`config.mk`:
```
export PLATFORM = sky130hd
export DESIGN_NAME = sddma_channel
export DESIGN_NICKNAME = d
export VERILOG_FILES = /design/src/pkg/sddma_pkg.sv /design/src/core/sddma_channel.sv
export SDC_FILE = /design/constraint.sdc
export NUM_CORES = 1
export LEC_CHECK = 0
export BUFFER_PORTS_ARGS = -buffer_cell sky130_fd_sc_hd__buf_2
export CAP_MARGIN = 0
export CORE_ASPECT_RATIO = 0.6
export CORE_UTILIZATION = 47
export DETAILED_ROUTE_END_ITERATION = 6
export GPL_ROUTABILITY_DRIVEN = 0
export PLACE_DENSITY = 0.66
export SLEW_MARGIN = 20
export SYNTH_ARGS = -nofsm -noshare
export SYNTH_HDL_FRONTEND = slang
export SYNTH_SLANG_ARGS = --single-unit
export TNS_END_PERCENT = 10
```
`constraint.sdc`:
```
create_clock -name clk -period 5 [get_ports clk]
set_input_delay 0 -clock clk [delete_from_list [all_inputs] [get_ports clk]]
set_output_delay 0 -clock clk [all_outputs]
set_load 0.05 [all_outputs]
```
`src/pkg/sddma_pkg.sv`:
```
// Purpose: constants for the socket distributed dma slave channel
// Assumes: byte-wide register port on a 16-byte i/o window
// Notes:   offsets are byte offsets inside the window
`default_nettype none
package sddma_pkg;
	localparam int unsigned ADDR_W = 4;
	localparam int unsigned DATA_W = 16;
	localparam int unsigned FIFO_DEPTH = 8;
	// register offsets
	localparam logic [3:0] OFS_ADDR_LO = 4'h0;
	localparam logic [3:0] OFS_ADDR_HI = 4'h1;
	localparam logic [3:0] OFS_PAGE = 4'h2;
	localparam logic [3:0] OFS_COUNT_LO = 4'h4;
	localparam logic [3:0] OFS_COUNT_HI = 4'h5;
	localparam logic [3:0] OFS_CMD_STATUS = 4'h8;
	localparam logic [3:0] OFS_SW_REQUEST = 4'h9;
	localparam logic [3:0] OFS_MODE = 4'hB;
	localparam logic [3:0] OFS_CLEAR = 4'hD;
	localparam logic [3:0] OFS_MASK = 4'hF;
	// field positions
	localparam int unsigned CMD_DISABLE_BIT = 2;
	localparam int unsigned MODE_SEL_HI = 7;
	localparam int unsigned MODE_SEL_LO = 6;
	localparam int unsigned MODE_STEP_BIT = 5;
	localparam int unsigned MODE_AUTO_BIT = 4;
	localparam int unsigned MODE_DIR_HI = 3;
	localparam int unsigned MODE_DIR_LO = 2;
	localparam int unsigned MASK_BIT = 0;
	// reset values
	localparam logic [15:0] COUNT_RST = 16'h0000;
	localparam logic [15:0] ADDR_RST = 16'h0000;
	localparam logic [7:0] PAGE_RST = 8'h00;
	localparam logic DISABLE_RST = 1'b0;
	localparam logic MASK_RST = 1'b1;
	localparam logic [5:0] MODE_RST = 6'h00;
	// count decrement and address step per transfer
	localparam logic [15:0] STEP_NARROW = 16'h0001;
	localparam logic [15:0] STEP_WIDE = 16'h0002;
	localparam logic [15:0] ADDR_STEP = 16'h0001;
	typedef enum logic [1:0] {
		XM_DEMAND = 2'b00,
		XM_SINGLE = 2'b01,
		XM_BLOCK = 2'b10,
		XM_RSVD = 2'b11
	} sddma_xmode_t;
	typedef enum logic [1:0] {
		XD_NONE = 2'b00,
		XD_WRITE = 2'b01,
		XD_READ = 2'b10,
		XD_RSVD = 2'b11
	} sddma_xdir_t;
endpackage
`default_nettype wire

```
`src/core/sddma_channel.sv`:
```
// Purpose: register and control logic of one distributed dma slave channel
// Assumes: one clock; card request pin is asynchronous
// Notes:   data path holds an 8-word fifo between source and sink
`default_nettype none

module sddma_fifo #(
	parameter int unsigned WIDTH = 16,
	parameter int unsigned DEPTH = 8
) (
	input  wire logic             clk,
	input  wire logic             sys_rst,
	input  wire logic             in_valid,
	output logic                  in_ready,
	input  wire logic [WIDTH-1:0] in_data,
	output logic                  out_valid,
	input  wire logic             out_ready,
	output logic      [WIDTH-1:0] out_data
);
	localparam int unsigned PW = $clog2(DEPTH);
	logic [WIDTH-1:0] mem_q [DEPTH];
	logic [PW-1:0]    wp_q, wp_d, rp_q, rp_d;
	logic [PW:0]      cnt_q, cnt_d;
	logic             push, pop;

	always_comb begin
		in_ready = (cnt_q != (PW+1)'(DEPTH));
		out_valid = (cnt_q != '0);
		out_data = mem_q[rp_q];
		push = in_valid && in_ready;
		pop = out_valid && out_ready;
		wp_d = push ? wp_q + 1'b1 : wp_q;
		rp_d = pop ? rp_q + 1'b1 : rp_q;
		cnt_d = cnt_q + (PW+1)'(push) - (PW+1)'(pop);
	end

	always_ff @(posedge clk or posedge sys_rst) begin
		if (sys_rst) begin
			wp_q <= '0;
			rp_q <= '0;
			cnt_q <= '0;
		end else begin
			wp_q <= wp_d;
			rp_q <= rp_d;
			cnt_q <= cnt_d;
		end
	end

	// storage needs no reset; empty flag guards stale words
	always_ff @(posedge clk) begin
		if (push) begin
			mem_q[wp_q] <= in_data;
		end
	end
endmodule

module sddma_channel (
	input  wire logic        clk,
	input  wire logic        sys_rst,
	input  wire logic [3:0]  io_addr,
	input  wire logic        io_wr_en,
	input  wire logic        io_rd_en,
	input  wire logic [7:0]  io_wdata,
	output logic      [7:0]  io_rdata,
	output logic             io_rvalid,
	input  wire logic        card_dma_request,
	input  wire logic        wide_xfer,
	input  wire logic        card_in_valid,
	output logic             card_in_ready,
	input  wire logic [15:0] card_in_data,
	input  wire logic        mem_in_valid,
	output logic             mem_in_ready,
	input  wire logic [15:0] mem_in_data,
	output logic             mem_out_valid,
	input  wire logic        mem_out_ready,
	output logic      [15:0] mem_out_data,
	output logic             card_out_valid,
	input  wire logic        card_out_ready,
	output logic      [15:0] card_out_data,
	output logic             dma_request_out,
	output logic      [23:0] addr_phase
);
	typedef enum logic [1:0] {
		CH_IDLE,
		CH_ACTIVE,
		CH_WAIT_DROP,
		CH_DONE
	} sddma_ch_t;

	sddma_ch_t   st_q, st_d;
	logic [15:0] base_cnt_q, base_cnt_d, cur_cnt_q, cur_cnt_d;
	logic [15:0] base_adr_q, base_adr_d, cur_adr_q, cur_adr_d;
	logic [7:0]  page_q, page_d;
	logic        dis_q, dis_d, mask_q, mask_d, tc_q, tc_d;
	logic        swreq_q, swreq_d;
	logic [5:0]  mode_q, mode_d;
	logic [2:0]  sync_q;
	logic        creq_q, creq_d;
	logic [7:0]  rdata_q, rdata_d;
	logic        rvalid_q;
	logic        omem_q, omem_d, ocard_q, ocard_d;
	logic [15:0] odata_q, odata_d;
	logic        card_dma_request_q, card_dma_request_d;
	logic [23:0] aph_q, aph_d;

	sddma_pkg::sddma_xmode_t xmode;
	sddma_pkg::sddma_xdir_t  xdir;
	logic        req_any, push_ok, src_valid, push;
	logic [15:0] src_data, step;
	logic        f_ready, f_valid, f_pop, sink_rdy;
	logic [15:0] f_data;

	assign xmode = sddma_pkg::sddma_xmode_t'(
		mode_q[sddma_pkg::MODE_SEL_HI-2:sddma_pkg::MODE_SEL_LO-2]);
	assign xdir = sddma_pkg::sddma_xdir_t'(
		mode_q[sddma_pkg::MODE_DIR_HI-2:sddma_pkg::MODE_DIR_LO-2]);

	sddma_fifo #(
		.WIDTH (sddma_pkg::DATA_W),
		.DEPTH (sddma_pkg::FIFO_DEPTH)
	) u_fifo (
		.clk       (clk),
		.sys_rst   (sys_rst),
		.in_valid  (push),
		.in_ready  (f_ready),
		.in_data   (src_data),
		.out_valid (f_valid),
		.out_ready (f_pop),
		.out_data  (f_data)
	);

	always_comb begin
		// mask gates service only; status bits see the raw line
		req_any = (creq_q && !mask_q) || swreq_q;
		push_ok = (st_q == CH_ACTIVE) && !dis_q && f_ready
			&& (req_any || xmode == sddma_pkg::XM_BLOCK)
			&& (xdir == sddma_pkg::XD_WRITE
			|| xdir == sddma_pkg::XD_READ);
		// card feeds memory on write, memory feeds card on read
		src_valid = (xdir == sddma_pkg::XD_WRITE) ? card_in_valid
			: mem_in_valid;
		src_data = (xdir == sddma_pkg::XD_WRITE) ? card_in_data
			: mem_in_data;
		push = push_ok && src_valid;
		card_in_ready = push_ok && (xdir == sddma_pkg::XD_WRITE);
		mem_in_ready = push_ok && (xdir == sddma_pkg::XD_READ);
		step = wide_xfer ? sddma_pkg::STEP_WIDE
			: sddma_pkg::STEP_NARROW;
		sink_rdy = (omem_q && mem_out_ready)
			|| (ocard_q && card_out_ready);
		f_pop = f_valid && (!(omem_q || ocard_q) || sink_rdy);
	end

	always_comb begin
		st_d = st_q;
		base_cnt_d = base_cnt_q;
		cur_cnt_d = cur_cnt_q;
		base_adr_d = base_adr_q;
		cur_adr_d = cur_adr_q;
		page_d = page_q;
		dis_d = dis_q;
		mask_d = mask_q;
		tc_d = tc_q;
		swreq_d = swreq_q;
		mode_d = mode_q;
		// a change counts once the two later stages agree
		creq_d = (sync_q[1] == sync_q[2]) ? sync_q[2] : creq_q;
		rdata_d = 8'h00;
		if (io_rd_en && io_addr == sddma_pkg::OFS_CMD_STATUS) begin
			tc_d = 1'b0;
		end
		case (st_q)
			CH_IDLE: begin
				if (req_any && !dis_q) begin
					st_d = CH_ACTIVE;
				end
			end
			CH_ACTIVE: begin
				if (!req_any && xmode != sddma_pkg::XM_BLOCK) begin
					st_d = CH_IDLE;
				end
			end
			CH_WAIT_DROP: begin
				// single mode: one transfer per request
				if (!req_any) begin
					st_d = CH_IDLE;
				end
			end
			CH_DONE: st_d = CH_DONE;
			default: st_d = CH_IDLE;
		endcase
		if (push) begin
			cur_cnt_d = cur_cnt_q - step;
			cur_adr_d = mode_q[sddma_pkg::MODE_STEP_BIT-2]
				? cur_adr_q - sddma_pkg::ADDR_STEP
				: cur_adr_q + sddma_pkg::ADDR_STEP;
			if (cur_cnt_q <= step) begin
				tc_d = 1'b1;
				swreq_d = 1'b0;
				if (mode_q[sddma_pkg::MODE_AUTO_BIT-2]) begin
					cur_cnt_d = base_cnt_q;
					cur_adr_d = base_adr_q;
					st_d = CH_IDLE;
				end else begin
					st_d = CH_DONE;
				end
			end else if (xmode == sddma_pkg::XM_SINGLE) begin
				st_d = CH_WAIT_DROP;
			end
		end
		if (io_wr_en) begin
			case (io_addr)
				sddma_pkg::OFS_ADDR_LO: begin
					base_adr_d[7:0] = io_wdata;
					cur_adr_d[7:0] = io_wdata;
				end
				sddma_pkg::OFS_ADDR_HI: begin
					base_adr_d[15:8] = io_wdata;
					cur_adr_d[15:8] = io_wdata;
				end
				sddma_pkg::OFS_PAGE: page_d = io_wdata;
				sddma_pkg::OFS_COUNT_LO: begin
					base_cnt_d[7:0] = io_wdata;
					cur_cnt_d[7:0] = io_wdata;
					st_d = CH_IDLE;
				end
				sddma_pkg::OFS_COUNT_HI: begin
					base_cnt_d[15:8] = io_wdata;
					cur_cnt_d[15:8] = io_wdata;
					st_d = CH_IDLE;
				end
				sddma_pkg::OFS_CMD_STATUS:
					dis_d = io_wdata[sddma_pkg::CMD_DISABLE_BIT];
				sddma_pkg::OFS_SW_REQUEST: swreq_d = 1'b1;
				sddma_pkg::OFS_MODE: begin
					mode_d = io_wdata[7:2];
					st_d = CH_IDLE;
				end
				sddma_pkg::OFS_MASK:
					mask_d = io_wdata[sddma_pkg::MASK_BIT];
				default: ;
			endcase
		end
		if (io_rd_en) begin
			case (io_addr)
				sddma_pkg::OFS_ADDR_LO: rdata_d = cur_adr_q[7:0];
				sddma_pkg::OFS_ADDR_HI: rdata_d = cur_adr_q[15:8];
				sddma_pkg::OFS_PAGE: rdata_d = page_q;
				sddma_pkg::OFS_COUNT_LO: rdata_d = cur_cnt_q[7:0];
				sddma_pkg::OFS_COUNT_HI: rdata_d = cur_cnt_q[15:8];
				// status reads the raw request, not the masked one
				sddma_pkg::OFS_CMD_STATUS:
					rdata_d = {{4{creq_q}}, {4{tc_q}}};
				sddma_pkg::OFS_MODE: rdata_d = {mode_q, 2'b00};
				sddma_pkg::OFS_MASK: rdata_d = {7'h00, mask_q};
				default: rdata_d = 8'h00;
			endcase
		end
		if (io_wr_en && io_addr == sddma_pkg::OFS_CLEAR) begin
			st_d = CH_IDLE;
			base_cnt_d = sddma_pkg::COUNT_RST;
			cur_cnt_d = sddma_pkg::COUNT_RST;
			base_adr_d = sddma_pkg::ADDR_RST;
			cur_adr_d = sddma_pkg::ADDR_RST;
			page_d = sddma_pkg::PAGE_RST;
			dis_d = sddma_pkg::DISABLE_RST;
			mask_d = sddma_pkg::MASK_RST;
			tc_d = 1'b0;
			swreq_d = 1'b0;
			mode_d = sddma_pkg::MODE_RST;
		end
		// output stage keeps every data output on a flop
		omem_d = omem_q && !mem_out_ready;
		ocard_d = ocard_q && !card_out_ready;
		odata_d = odata_q;
		if (f_pop) begin
			omem_d = (xdir == sddma_pkg::XD_WRITE);
			ocard_d = (xdir != sddma_pkg::XD_WRITE);
			odata_d = f_data;
		end
		card_dma_request_d = (st_q == CH_ACTIVE) && req_any && !dis_q;
		aph_d = wide_xfer ? {page_q[7:1], cur_adr_q, 1'b0}
			: {page_q, cur_adr_q};
	end

	always_ff @(posedge clk or posedge sys_rst) begin
		if (sys_rst) begin
			st_q <= CH_IDLE;
			base_cnt_q <= sddma_pkg::COUNT_RST;
			cur_cnt_q <= sddma_pkg::COUNT_RST;
			base_adr_q <= sddma_pkg::ADDR_RST;
			cur_adr_q <= sddma_pkg::ADDR_RST;
			page_q <= sddma_pkg::PAGE_RST;
			dis_q <= sddma_pkg::DISABLE_RST;
			mask_q <= sddma_pkg::MASK_RST;
			tc_q <= 1'b0;
			swreq_q <= 1'b0;
			mode_q <= sddma_pkg::MODE_RST;
			sync_q <= 3'b000;
			creq_q <= 1'b0;
			rdata_q <= 8'h00;
			rvalid_q <= 1'b0;
			omem_q <= 1'b0;
			ocard_q <= 1'b0;
			odata_q <= 16'h0000;
			card_dma_request_q <= 1'b0;
			aph_q <= 24'h00_0000;
		end else begin
			st_q <= st_d;
			base_cnt_q <= base_cnt_d;
			cur_cnt_q <= cur_cnt_d;
			base_adr_q <= base_adr_d;
			cur_adr_q <= cur_adr_d;
			page_q <= page_d;
			dis_q <= dis_d;
			mask_q <= mask_d;
			tc_q <= tc_d;
			swreq_q <= swreq_d;
			mode_q <= mode_d;
			sync_q <= {sync_q[1:0], card_dma_request};
			creq_q <= creq_d;
			rdata_q <= rdata_d;
			rvalid_q <= io_rd_en;
			omem_q <= omem_d;
			ocard_q <= ocard_d;
			odata_q <= odata_d;
			card_dma_request_q <= card_dma_request_d;
			aph_q <= aph_d;
		end
	end

	assign io_rdata = rdata_q;
	assign io_rvalid = rvalid_q;
	assign mem_out_valid = omem_q;
	assign mem_out_data = odata_q;
	assign card_out_valid = ocard_q;
	assign card_out_data = odata_q;
	assign dma_request_out = card_dma_request_q;
	assign addr_phase = aph_q;
endmodule
`default_nettype wire

```
Word-level counts from Yosys, hierarchy flattened
Memories as Yosys holds them, arrays and structs flattened. A register that Yosys moved wholly into a read port is not among the register bits.
Cells that the tools add are included.
{"block": "totals", "regBits": 134, "latch_bits": 0, "mem_bits_rw": 128, "mem_bits_ro": 0, "in_bits": 54, "output_inout_bits": 70, "word_cells": 172, "mem_count": 1}
{"memory": "u_fifo.mem_q", "depth": 8, "width": 16, "rd": 1, "rd_clocked_by_memory_dff": 1, "wr": 1, "line_no": "sddma_channel.sv:20", "rtl": "logic [WIDTH-1:0] mem_q [DEPTH];"}
{"block": "op_classes", "addsub": 7, "mul": 0, "div_mod_pow": 0, "magnitude_cmp": 1, "n_eq_ne": 20, "n_shift": 0, "mux": 65, "bitwise": 0, "n_reduce_logical": 54}
{"op": "16-bit two-way mux", "n": 16}
{"op": "8-bit two-way mux", "n": 12}
{"op": "8-bit one-hot mux with 8 select lines", "n": 1}
{"op": "2-bit two-way mux", "n": 11}
{"op": "1-bit logical AND", "n": 21}
{"op": "4-bit equality test (second input constant)", "n": 5}
{"op": "1-bit two-way mux", "n": 20}
{"op": "6-bit two-way mux", "n": 3}
{"op": "2-bit nonzero test", "n": 9}
{"op": "17-bit two-way mux", "n": 1}
{"op": "16-bit by 1-bit adder with 16-bit output (second input constant)", "n": 1}
{"op": "16-bit by 2-bit less-or-equal comparator with 1-bit output", "n": 1}
{"op": "2-bit AND reduction", "n": 8}
{"op": "16-bit by 1-bit subtractor with 16-bit output (second input constant)", "n": 1}
{"op": "16-bit by 2-bit subtractor with 16-bit output", "n": 1}
{"op": "2-bit equality test (second input constant)", "n": 4}
{"op": "4-bit by 3-bit equality test with 1-bit output (second input constant)", "n": 2}
{"op": "2-bit one-hot mux with 4 select lines", "n": 1}
{"op": "3-bit by 1-bit adder with 3-bit output (second input constant)", "n": 2}
{"op": "2-bit by 1-bit equality test with 1-bit output (second input constant)", "n": 3}
{"op": "1-bit zero test", "n": 6}
{"op": "1-bit logical OR", "n": 6}
{"op": "4-bit by 1-bit adder with 4-bit output", "n": 1}
{"op": "4-bit by 1-bit equality test with 1-bit output (second input constant)", "n": 1}
{"op": "other kinds (10)", "n": 10}

Depth between registers and ports, before layout
Gate-level depths: netlist of run 1.
{"block": "depth", "ltp_word": 13, "mapped_depth": 14, "depth_no_buf": 10}

Cells and area by module
Synthesis of run 1 repeated with hierarchy kept, for this count alone.
{"block": "unflattened", "cells_unflattened": 1061, "area_unflattened_um2": 12902.4}
{"mod": "sddma_channel", "n_inst": 1, "cells_each": 817, "area_each_um2": 7400.8, "seq_area_each_um2": 3504.6}
{"mod": "sddma_fifo", "n_inst": 1, "cells_each": 244, "area_each_um2": 5501.5, "seq_area_each_um2": 4093.9}

Least setup slack after synthesis of run 1
Ideal clock, no wire load.
{"block": "synth_timing", "path_type": "register to register", "startpoint": "register u_fifo.cnt_q[2]", "endpoint": "memory u_fifo.mem_q[2][0] (enable)", "setup_ps": 436, "arrival_time_ps": 3453, "required_ps": 4564, "path_slack_ps": 1111, "stages_incl_launch_ff": 10, "path_buffers": 3, "period_less_slack_ps": 3889, "cell_sequence": "dfrtp_1 inv_1 ha_1 or3b_2 o311ai_1 or3_1 buf_2 buf_2 buf_2 nor4b_1"}
{"block": "synth_via", "elab_chain_len": 8}
{"element": "start: declaration", "line_no": "sddma_channel.sv:22", "rtl": "logic [PW:0] cnt_q, cnt_d;"}
{"element": "start signal: assignment", "line_no": "sddma_channel.sv:44", "rtl": "cnt_q <= cnt_d;"}
{"element": "4-bit inequality test (*)", "line_no": "sddma_channel.sv:26", "rtl": "in_ready = (cnt_q != (PW+1)'(DEPTH));"}
{"element": "1-bit logical AND", "line_no": "sddma_channel.sv:134", "rtl": "push_ok = (st_q == CH_ACTIVE) && !dis_q && f_ready"}
{"element": "1-bit logical AND", "line_no": "sddma_channel.sv:135", "rtl": "&& (req_any || xmode == sddma_pkg::XM_BLOCK)"}
{"element": "1-bit logical AND", "line_no": "sddma_channel.sv:136", "rtl": "&& (xdir == sddma_pkg::XD_WRITE"}
{"element": "1-bit logical AND", "line_no": "sddma_channel.sv:143", "rtl": "push = push_ok && src_valid;"}
{"element": "1-bit logical AND (*)", "line_no": "sddma_channel.sv:29", "rtl": "push = in_valid && in_ready;"}
{"element": "1-bit two-way mux (*)", "line_no": "sddma_channel.sv:50", "rtl": "if (push) begin"}
{"element": "1-bit two-way mux (implied by the code) (*)", "line_no": "sddma_channel.sv:51", "rtl": "mem_q[wp_q] <= in_data;"}
{"element": "end: declaration", "line_no": "sddma_channel.sv:20"}
Mark *: on every way between the ends. The rest lies on a longest branch, timed or not.

Final worst setup path of run 1
{"block": "layout_timing", "startpoint": "input port wide_xfer", "endpoint": "register cur_cnt_q[3]"}
{"block": "layout_via", "elab_chain_len": 8, "word_cells_on_any_way": 9, "cone_classes": "1 x add/sub; 1 x order compare; 7 x mux"}
{"element": "start: declaration", "line_no": "sddma_channel.sv:66", "rtl": "input wire logic wide_xfer,"}
{"element": "2-bit two-way mux (*)", "line_no": "sddma_channel.sv:146", "rtl": "step = wide_xfer ? sddma_pkg::STEP_WIDE"}
{"element": "16-bit by 2-bit subtractor with 16-bit output", "line_no": "sddma_channel.sv:192", "rtl": "cur_cnt_d = cur_cnt_q - step;"}
{"element": "16-bit two-way mux", "line_no": "sddma_channel.sv:199", "rtl": "if (mode_q[sddma_pkg::MODE_AUTO_BIT-2]) begin"}
{"element": "16-bit two-way mux (*)", "line_no": "sddma_channel.sv:196", "rtl": "if (cur_cnt_q <= step) begin"}
{"element": "16-bit two-way mux (*)", "line_no": "sddma_channel.sv:191", "rtl": "if (push) begin"}
{"element": "8-bit two-way mux", "line_no": "sddma_channel.sv:211", "rtl": "case (io_addr)"}
{"element": "16-bit two-way mux (*)", "line_no": "sddma_channel.sv:210", "rtl": "if (io_wr_en) begin"}
{"element": "16-bit two-way mux (*)", "line_no": "sddma_channel.sv:258", "rtl": "if (io_wr_en && io_addr == sddma_pkg::OFS_CLEAR) begin"}
{"element": "named net cur_cnt_d[3]", "line_no": "sddma_channel.sv:90", "rtl": "logic [15:0] base_cnt_q, base_cnt_d, cur_cnt_q, cur_cnt_d;"}
{"element": "end signal: assignment", "line_no": "sddma_channel.sv:289", "rtl": "cur_cnt_q <= sddma_pkg::COUNT_RST;"}
{"element": "end signal: assignment", "line_no": "sddma_channel.sv:310", "rtl": "cur_cnt_q <= cur_cnt_d;"}
{"element": "end: declaration", "line_no": "sddma_channel.sv:90"}
Mark *: on every way through the listed nets, which the timed path passes. The rest lies on a longest branch.
A chain may end at the register's enable or synchronous reset.

==> results of run 1 <==
-- final timing paths --
| kind | from | end | slack (ns) |
|---|---|---|---|
| max | wide_xfer | cur_cnt_q[3]$_DFF_PP0_ | 1.95 |
| min | card_dma_request | sync_q[0]$_DFF_PP0_ | 0.11 |
| max reg2reg | mode_q[1]$_DFFE_PP0P_ | u_fifo.mem_q[3][12]$_DFFE_PP_ | 1.96 |
| min reg2reg | sync_q[0]$_DFF_PP0_ | sync_q[1]$_DFF_PP0_ | 0.36 |
| max in group asynchronous | sys_rst | base_adr_q[13]$_DFFE_PP0P_ | 3.48 |
| min in group asynchronous | sys_rst | sync_q[1]$_DFF_PP0_ | 0.17 |
-- per-layer routing --
layer	track usage	wire length [um]	up-vias
li1	-	-	4136
met1	0.362	15300	4502
met2	0.322	13100	391
met3	0.0744	3550	55
met4	0.0509	629	0
met5	0	0	-
-- area by class of cell --
class                   instances  area, um^2  area share
repair buffers                191        1280      0.0844
inverters                      31         121     0.00803
clock buffers                  40         817      0.0541
well taps                     360         450      0.0298
clock inverters                 7        83.8     0.00555
flip-flops and latches        278        7600       0.503
multi-input cells             667        4760       0.315
-- worst max-delay path, stage by stage --
cell           delay (ns)
dlygate4sd3_1        0.52
buf_2                0.42
inv_1                0.16
ha_1                 0.25
fa_1                 0.47
a21oi_1              0.16
nor2_1               0.08
and4_1               0.54
or3_1                0.50
a21oi_1              0.14
o21ai_1              0.08
a21oi_1              0.18
-- per-stage QoR --
| step | hold WS (ns) | utilization | setup slack (ns) |
|---|---|---|---|
| 2_1_floorplan | 0.0314 | - | 0.965 |
| 3_3_place_gp | 0.112 | 0.514 | 2.03 |
| 3_5_place_dp | 0.113 | 0.514 | 1.96 |
| 4_1_cts | 0.0921 | 0.567 | 1.94 |
| 5_1_grt | 0.107 | 0.568 | 1.65 |
| 6_report | 0.109 | 0.568 | 1.95 |
-- sequential cells by signal (all words and copies together) (netlist names), 2 cells and up --
register / flops
mode_q: 6
card_out_data: 16
u_fifo.rp_q: 3
u_fifo.mem_q: 128
addr_phase: 24
page_q: 8
st_q: 2
u_fifo.cnt_q: 4
io_rdata: 8
cur_adr_q: 16
cur_cnt_q: 16
base_adr_q: 16
base_cnt_q: 16
sync_q: 3
u_fifo.wp_q: 3
-- cells in the mapped netlist, types with 9 or more instances --
cell	number	area share
a211oi_1	15	0.0088
xor2_1	9	0.0062
mux2_2	33	0.029
a22o_1	9	0.0062
mux4_2	32	0.056
dfrtp_1	149	0.29
edfxtp_1	128	0.30
buf_2	14	0.0055
nor2_1	70	0.021
inv_1	30	0.0088
mux2i_1	32	0.025
buf_4	17	0.010
clkbuf_1	34	0.010
a31oi_1	14	0.0068
ha_1	27	0.026
nor3_1	12	0.0047
a21oi_1	85	0.033
nand3_1	17	0.0067
xnor2_1	9	0.0062
o21ai_0	52	0.020
nand2_1	129	0.038
-- cell usage in the layout (no fill, tap or decap), types with 6 or more instances in the layout --
cell type	n
buf_4	15
a211oi_1	15
a31oi_1	13
xnor2_1	9
nor2b_1	7
nand3_1	17
mux2i_1	32
inv_1	29
nor4_1	7
nand2_1	129
nor2_1	70
a221oi_1	7
mux2_2	33
nor3_1	10
mux4_2	32
a22o_1	9
edfxtp_1	128
o22ai_1	6
ha_1	27
dlygate4sd3_1	52
a21oi_1	85
clkbuf_1	6
o21ai_0	52
buf_2	123
dfrtp_1	147
clkbuf_16	29
xor2_1	9
-- power by group through the flow --
stage	clock network [mW]	registers, mW	logic [mW]
finish	2.06	3.36	3.03
floorplan	0	3.63	1.97
global placement	0	3.38	2.89
global route	2.19	3.42	3.27
detailed placement	0	3.39	2.93
CTS	2.10	3.35	2.99
-- repair_timing --
action                                  CTS  global route
hold buffers                             52             0
endpoints found under the setup margin    0             0
hold endpoints to repair                309             0
-- cell families (layout without fill, tap and decap cells) --
logic type / count (synthesis) / count (layout) / share of synthesized area
simple gates: 293 / 293 / 0.106
flops: 278 / 278 / 0.594
compound gates: 228 / 228 / 0.108
buf+inv: 103 / 269 / 0.0378
mux: 97 / 97 / 0.110
fa+ha+maj: 31 / 31 / 0.0319
xor+xnor: 18 / 18 / 0.0123
==> qor.csv, run 1 <==
metric,value,unit
Pleak,6.18,nW
worst-case clock buffer depth,3,
TritonCTS Sinks,278,
die height,130,um
power per cell area,560,nW/um^2
overall routing resource usage,0.235,
total power,8.46,mW
Die W,215,um
Worst Path Arrival,3.51,ns
number of flops mapped to enable cells by yosys,128,
antenna violations before repair,0,
Sw Pwr,3.27,mW
H-tree Lvls,1,
final WL,32500,um
ratio of cells with drive above 1 in the final layout,0.219,
Hold Fails Final Rpt,0,
initial DRC count,759,
Sequential Power Share,0.397,
syn_area_per_cell,12.2,um^2
nets,1279,
antenna cell count,0,
first-pass GRT wire length,50400,um
worst setup path category,in -> reg,
"Setup violations, final",0,
Ports,124,
RSZ-0062 raised after global routing,false,
Worst Path Max Fanout,27,
Period minus WS final,3.05,ns
register area share after synthesis,0.594,
post-synth cell types,68,
CTS tree,built,
clock network power share,0.244,
"non-filler cells, final",1574,
vias,9084,
setup bufs post-CTS,0,
Area Growth Syn to Fin,18.2,%
synthesized flop and latch total,278,
clk root buf,clkbuf_16,
Post-DRT Antenna Nets,0,
Placed Cells,1474,
max-slew violations,0,
dpl cell area,13700,um^2
post-CTS sizing,0,
full die area,27900,um^2
"Cell Area, Synth",12800,um^2
setup tns final,0,ns
final instance area,15100,um^2
FF-to-FF path depth,9,
GR Overflow Total,0,
startpoint class of the critical path,input port,
Cell Rows,46,
Synthesized Nets,1132,
Num CTS Buffers,26,
port bufs,123,
Starting Density,0.481,
Pint,5.18,mW
Worst Skew,0.0129,ns
HPWL Detailed,21200,um
CP required,5.45,ns
Worst-Margin Slew,1.09,ns
vias in the first global route,8565,
worst vdd ir,0.361,mV
core area,26600,um^2
# fillers,2158,
combinational share of power,0.358,
drt drc,0,
Net Sw Frac,0.387,
max-cap check violation count,0,
crit path capture type,flop,
Post-Synthesis Cells,1048,
clock latency on the worst-skew pair,0.54,ns
CTS clock-pin slew for the worst setup and hold paths,0.06,ns
Avg WL per Cell,20.7,um
Tcrit/Tclk final,0.611,
min-delay worst type,in -> reg,
"Top FF cell, synth",dfrtp_1,
fmax,327,MHz
status,completed,
Post-synth ARST share,0.540,
Hold Crit Depth,2,
"Warnings, synthesis",0,
Initial DRT Pass Iterations,5,
vias per inst,5.77,
Max transition margin,0.272,
largest net degree at the start of global routing,90,
Note: power is estimated with default switching activity, not from simulation.
==> run 2: changes to the inputs <==
--- a/config.mk
+++ b/config.mk
@@ -11,7 +11,7 @@
 export CORE_UTILIZATION = 47
 export DETAILED_ROUTE_END_ITERATION = 6
 export GPL_ROUTABILITY_DRIVEN = 0
-export PLACE_DENSITY = 0.66
+export PLACE_DENSITY = 0.68
 export SLEW_MARGIN = 20
 export SYNTH_ARGS = -nofsm -noshare
 export SYNTH_HDL_FRONTEND = slang
==> constraint.sdc (replaced) <==
create_clock -name clk -period 2.53 [get_ports clk]
set_input_delay 0 -clock clk [delete_from_list [all_inputs] [get_ports clk]]
set_output_delay 0 -clock clk [all_outputs]
set_load 0.05 [all_outputs]
==> qor.csv, run 2 (same netlist as run 1, synthesis figures left out) <==
metric,value,unit
final instance area,15800,um^2
"most common cell after layout, fill and taps aside",dfrtp_1,
vias per inst,5.67,
Avg WL per Cell,20.3,um
Hold Crit Depth,4,
Worst-Margin Slew,0.679,ns
port bufs,123,
min-delay worst type,in -> reg,
largest net degree at the start of global routing,78,
first-pass GRT wire length,51300,um
ratio of cells with drive above 1 in the final layout,0.264,
crit path capture type,flop,
FF-to-FF path depth,7,
Starting Density,0.481,
"commonest non-fill, non-tap cells in the layout","dfrtp_1, nand2_1, edfxtp_1",
drt drc,0,
Worst Path Arrival,2.65,ns
Period minus WS final,2.42,ns
Hold Slack,0.0691,ns
RSZ-0062 raised after global routing,true,
GR Overflow Total,0,
Area Growth Syn to Fin,23.2,%
die height,130,um
power per cell area,1100,nW/um^2
Pleak,6.55,nW
worst vdd ir,0.641,mV
vias in the first global route,8814,
Tcrit/Tclk final,0.957,
Hold Fails Final Rpt,0,
Worst Skew,0.0309,ns
HPWL Detailed,22700,um
antenna cell count,0,
TritonCTS Sinks,278,
Top reg by flops,u_fifo.mem_q,
H-tree Lvls,1,
critical-path cell list,"ha_1, or3b_2, o311ai_1, or3_1, buf_12, nor4b_2, buf_4",
Worst Path Max Fanout,27,
Post-DRT Antenna Nets,0,
worst setup path category,reg -> reg,
slowest CP cell,or3_1,
fmax,413,MHz
full die area,27900,um^2
dpl cell area,14300,um^2
overall routing resource usage,0.239,
Worst R2R Start,u_fifo.cnt_q[3]$_DFF_PP0_,
clock latency on the worst-skew pair,0.55,ns
antenna violations before repair,0,
max-cap check violation count,0,
Cell Rows,46,
startpoint class of the critical path,flop,
clk root buf,clkbuf_16,
Die W,215,um
max-slew violations,0,
final WL,33300,um
nets,1341,
Ports,124,
Max transition margin,0.547,
CP required,2.75,ns
R2R Setup Slk,0.11,ns
CP peak stage delay,0.47,ns
CTS tree,built,
CTS clock-pin slew for the worst setup and hold paths,0.06,ns
"Setup violations, final",0,
setup bufs post-CTS,0,
r2r endpoint,u_fifo.mem_q[4][11]$_DFFE_PP_,
Num CTS Buffers,27,
Largest register FFs,128,
core area,26600,um^2
Hold EP,mode_q[5]$_DFFE_PP0P_,
initial DRC count,967,
CP top delay family,simple AND/OR/NAND/NOR gates,
HP Start,io_addr[2],
vias,9282,
number of buffers and inverters on the critical path,2,
status,completed,
worst-case clock buffer depth,3,
Initial DRT Pass Iterations,5,
-- run 2: changes by cell type in the layout (fill, tap and decap cells not counted), moves of 2 or more --
cell	before	now
buf_12	0	10
buf_4	15	66
bufinv_16	2	4
clkbuf_1	6	3
clkbuf_8	5	2
clkinv_2	4	7
clkinvlp_4	0	3
-- run 2: repair_timing --
item	4_1_cts	5_1_grt
setup endpoints to repair	0	17
hold buffers	52	0
hold endpoints to repair	370	0
resized for setup	0	8
-- run 2: worst max-delay path by stage --
| stage | startpoint | end | slack, ns | cells after the start |
|---|---|---|---|---|
| 3_3_place_gp | u_fifo.cnt_q[2]$_DFF_PP0_ | u_fifo.mem_q[3][7]$_DFFE_PP_ | 0.13 | 9 |
| 2_1_floorplan | u_fifo.cnt_q[2]$_DFF_PP0_ | u_fifo.mem_q[2][0]$_DFFE_PP_ | -1.36 | 9 |
| 5_1_grt | u_fifo.cnt_q[2]$_DFF_PP0_ | u_fifo.mem_q[4][11]$_DFFE_PP_ | -0.007 | 8 |
| 3_5_place_dp | u_fifo.cnt_q[2]$_DFF_PP0_ | u_fifo.mem_q[4][0]$_DFFE_PP_ | 0.09 | 8 |
| 6_report | u_fifo.cnt_q[3]$_DFF_PP0_ | u_fifo.mem_q[4][11]$_DFFE_PP_ | 0.11 | 7 |
| 4_1_cts | u_fifo.cnt_q[2]$_DFF_PP0_ | u_fifo.mem_q[3][14]$_DFFE_PP_ | 0.06 | 9 |
-- run 2: area by class of cell --
cell class	instances	area [um^2]
fill	2096	10800
sequential	278	7600
multi-input combinational	667	4780
timing repair buffer	252	1840
clock buffer	34	764
tap	360	450
clock inverter	16	194
inverter	31	120
-- run 2: layer usage --
metal,vias up,share of wire,track usage
met4,0,0.014,0.0463
met1,4545,0.48,0.377
met2,414,0.40,0.319
met5,-,0,0
li1,4287,-,-
met3,36,0.11,0.0753
-- run 2: report_power, final --
part           total [mW]  switching, mW  internal [mW]
registers            6.25          0.678           5.57
clock network        4.31           1.75           2.56
logic                6.81           4.28           2.53
total                17.4           6.71           10.7
-- run 2: worst min-delay path, stage by stage --
cell	delay, ns
buf_2	0.23
nor3b_1	0.16
nand3_1	0.10
a21oi_1	0.06
-- run 2: through the flow --
step	TNS [ns]	util	power, mW	setup slack (ns)	cells
floorplan	-117.12	-	11.1	-1.36	1048
global placement	0	0.536	12.8	0.126	1536
detailed placement	0	0.536	12.9	0.0860	1536
CTS	0	0.592	17.3	0.0590	1638
global route	-0.0113	0.593	18.2	-0.00749	1638
finish	0	0.593	17.4	0.108	1638
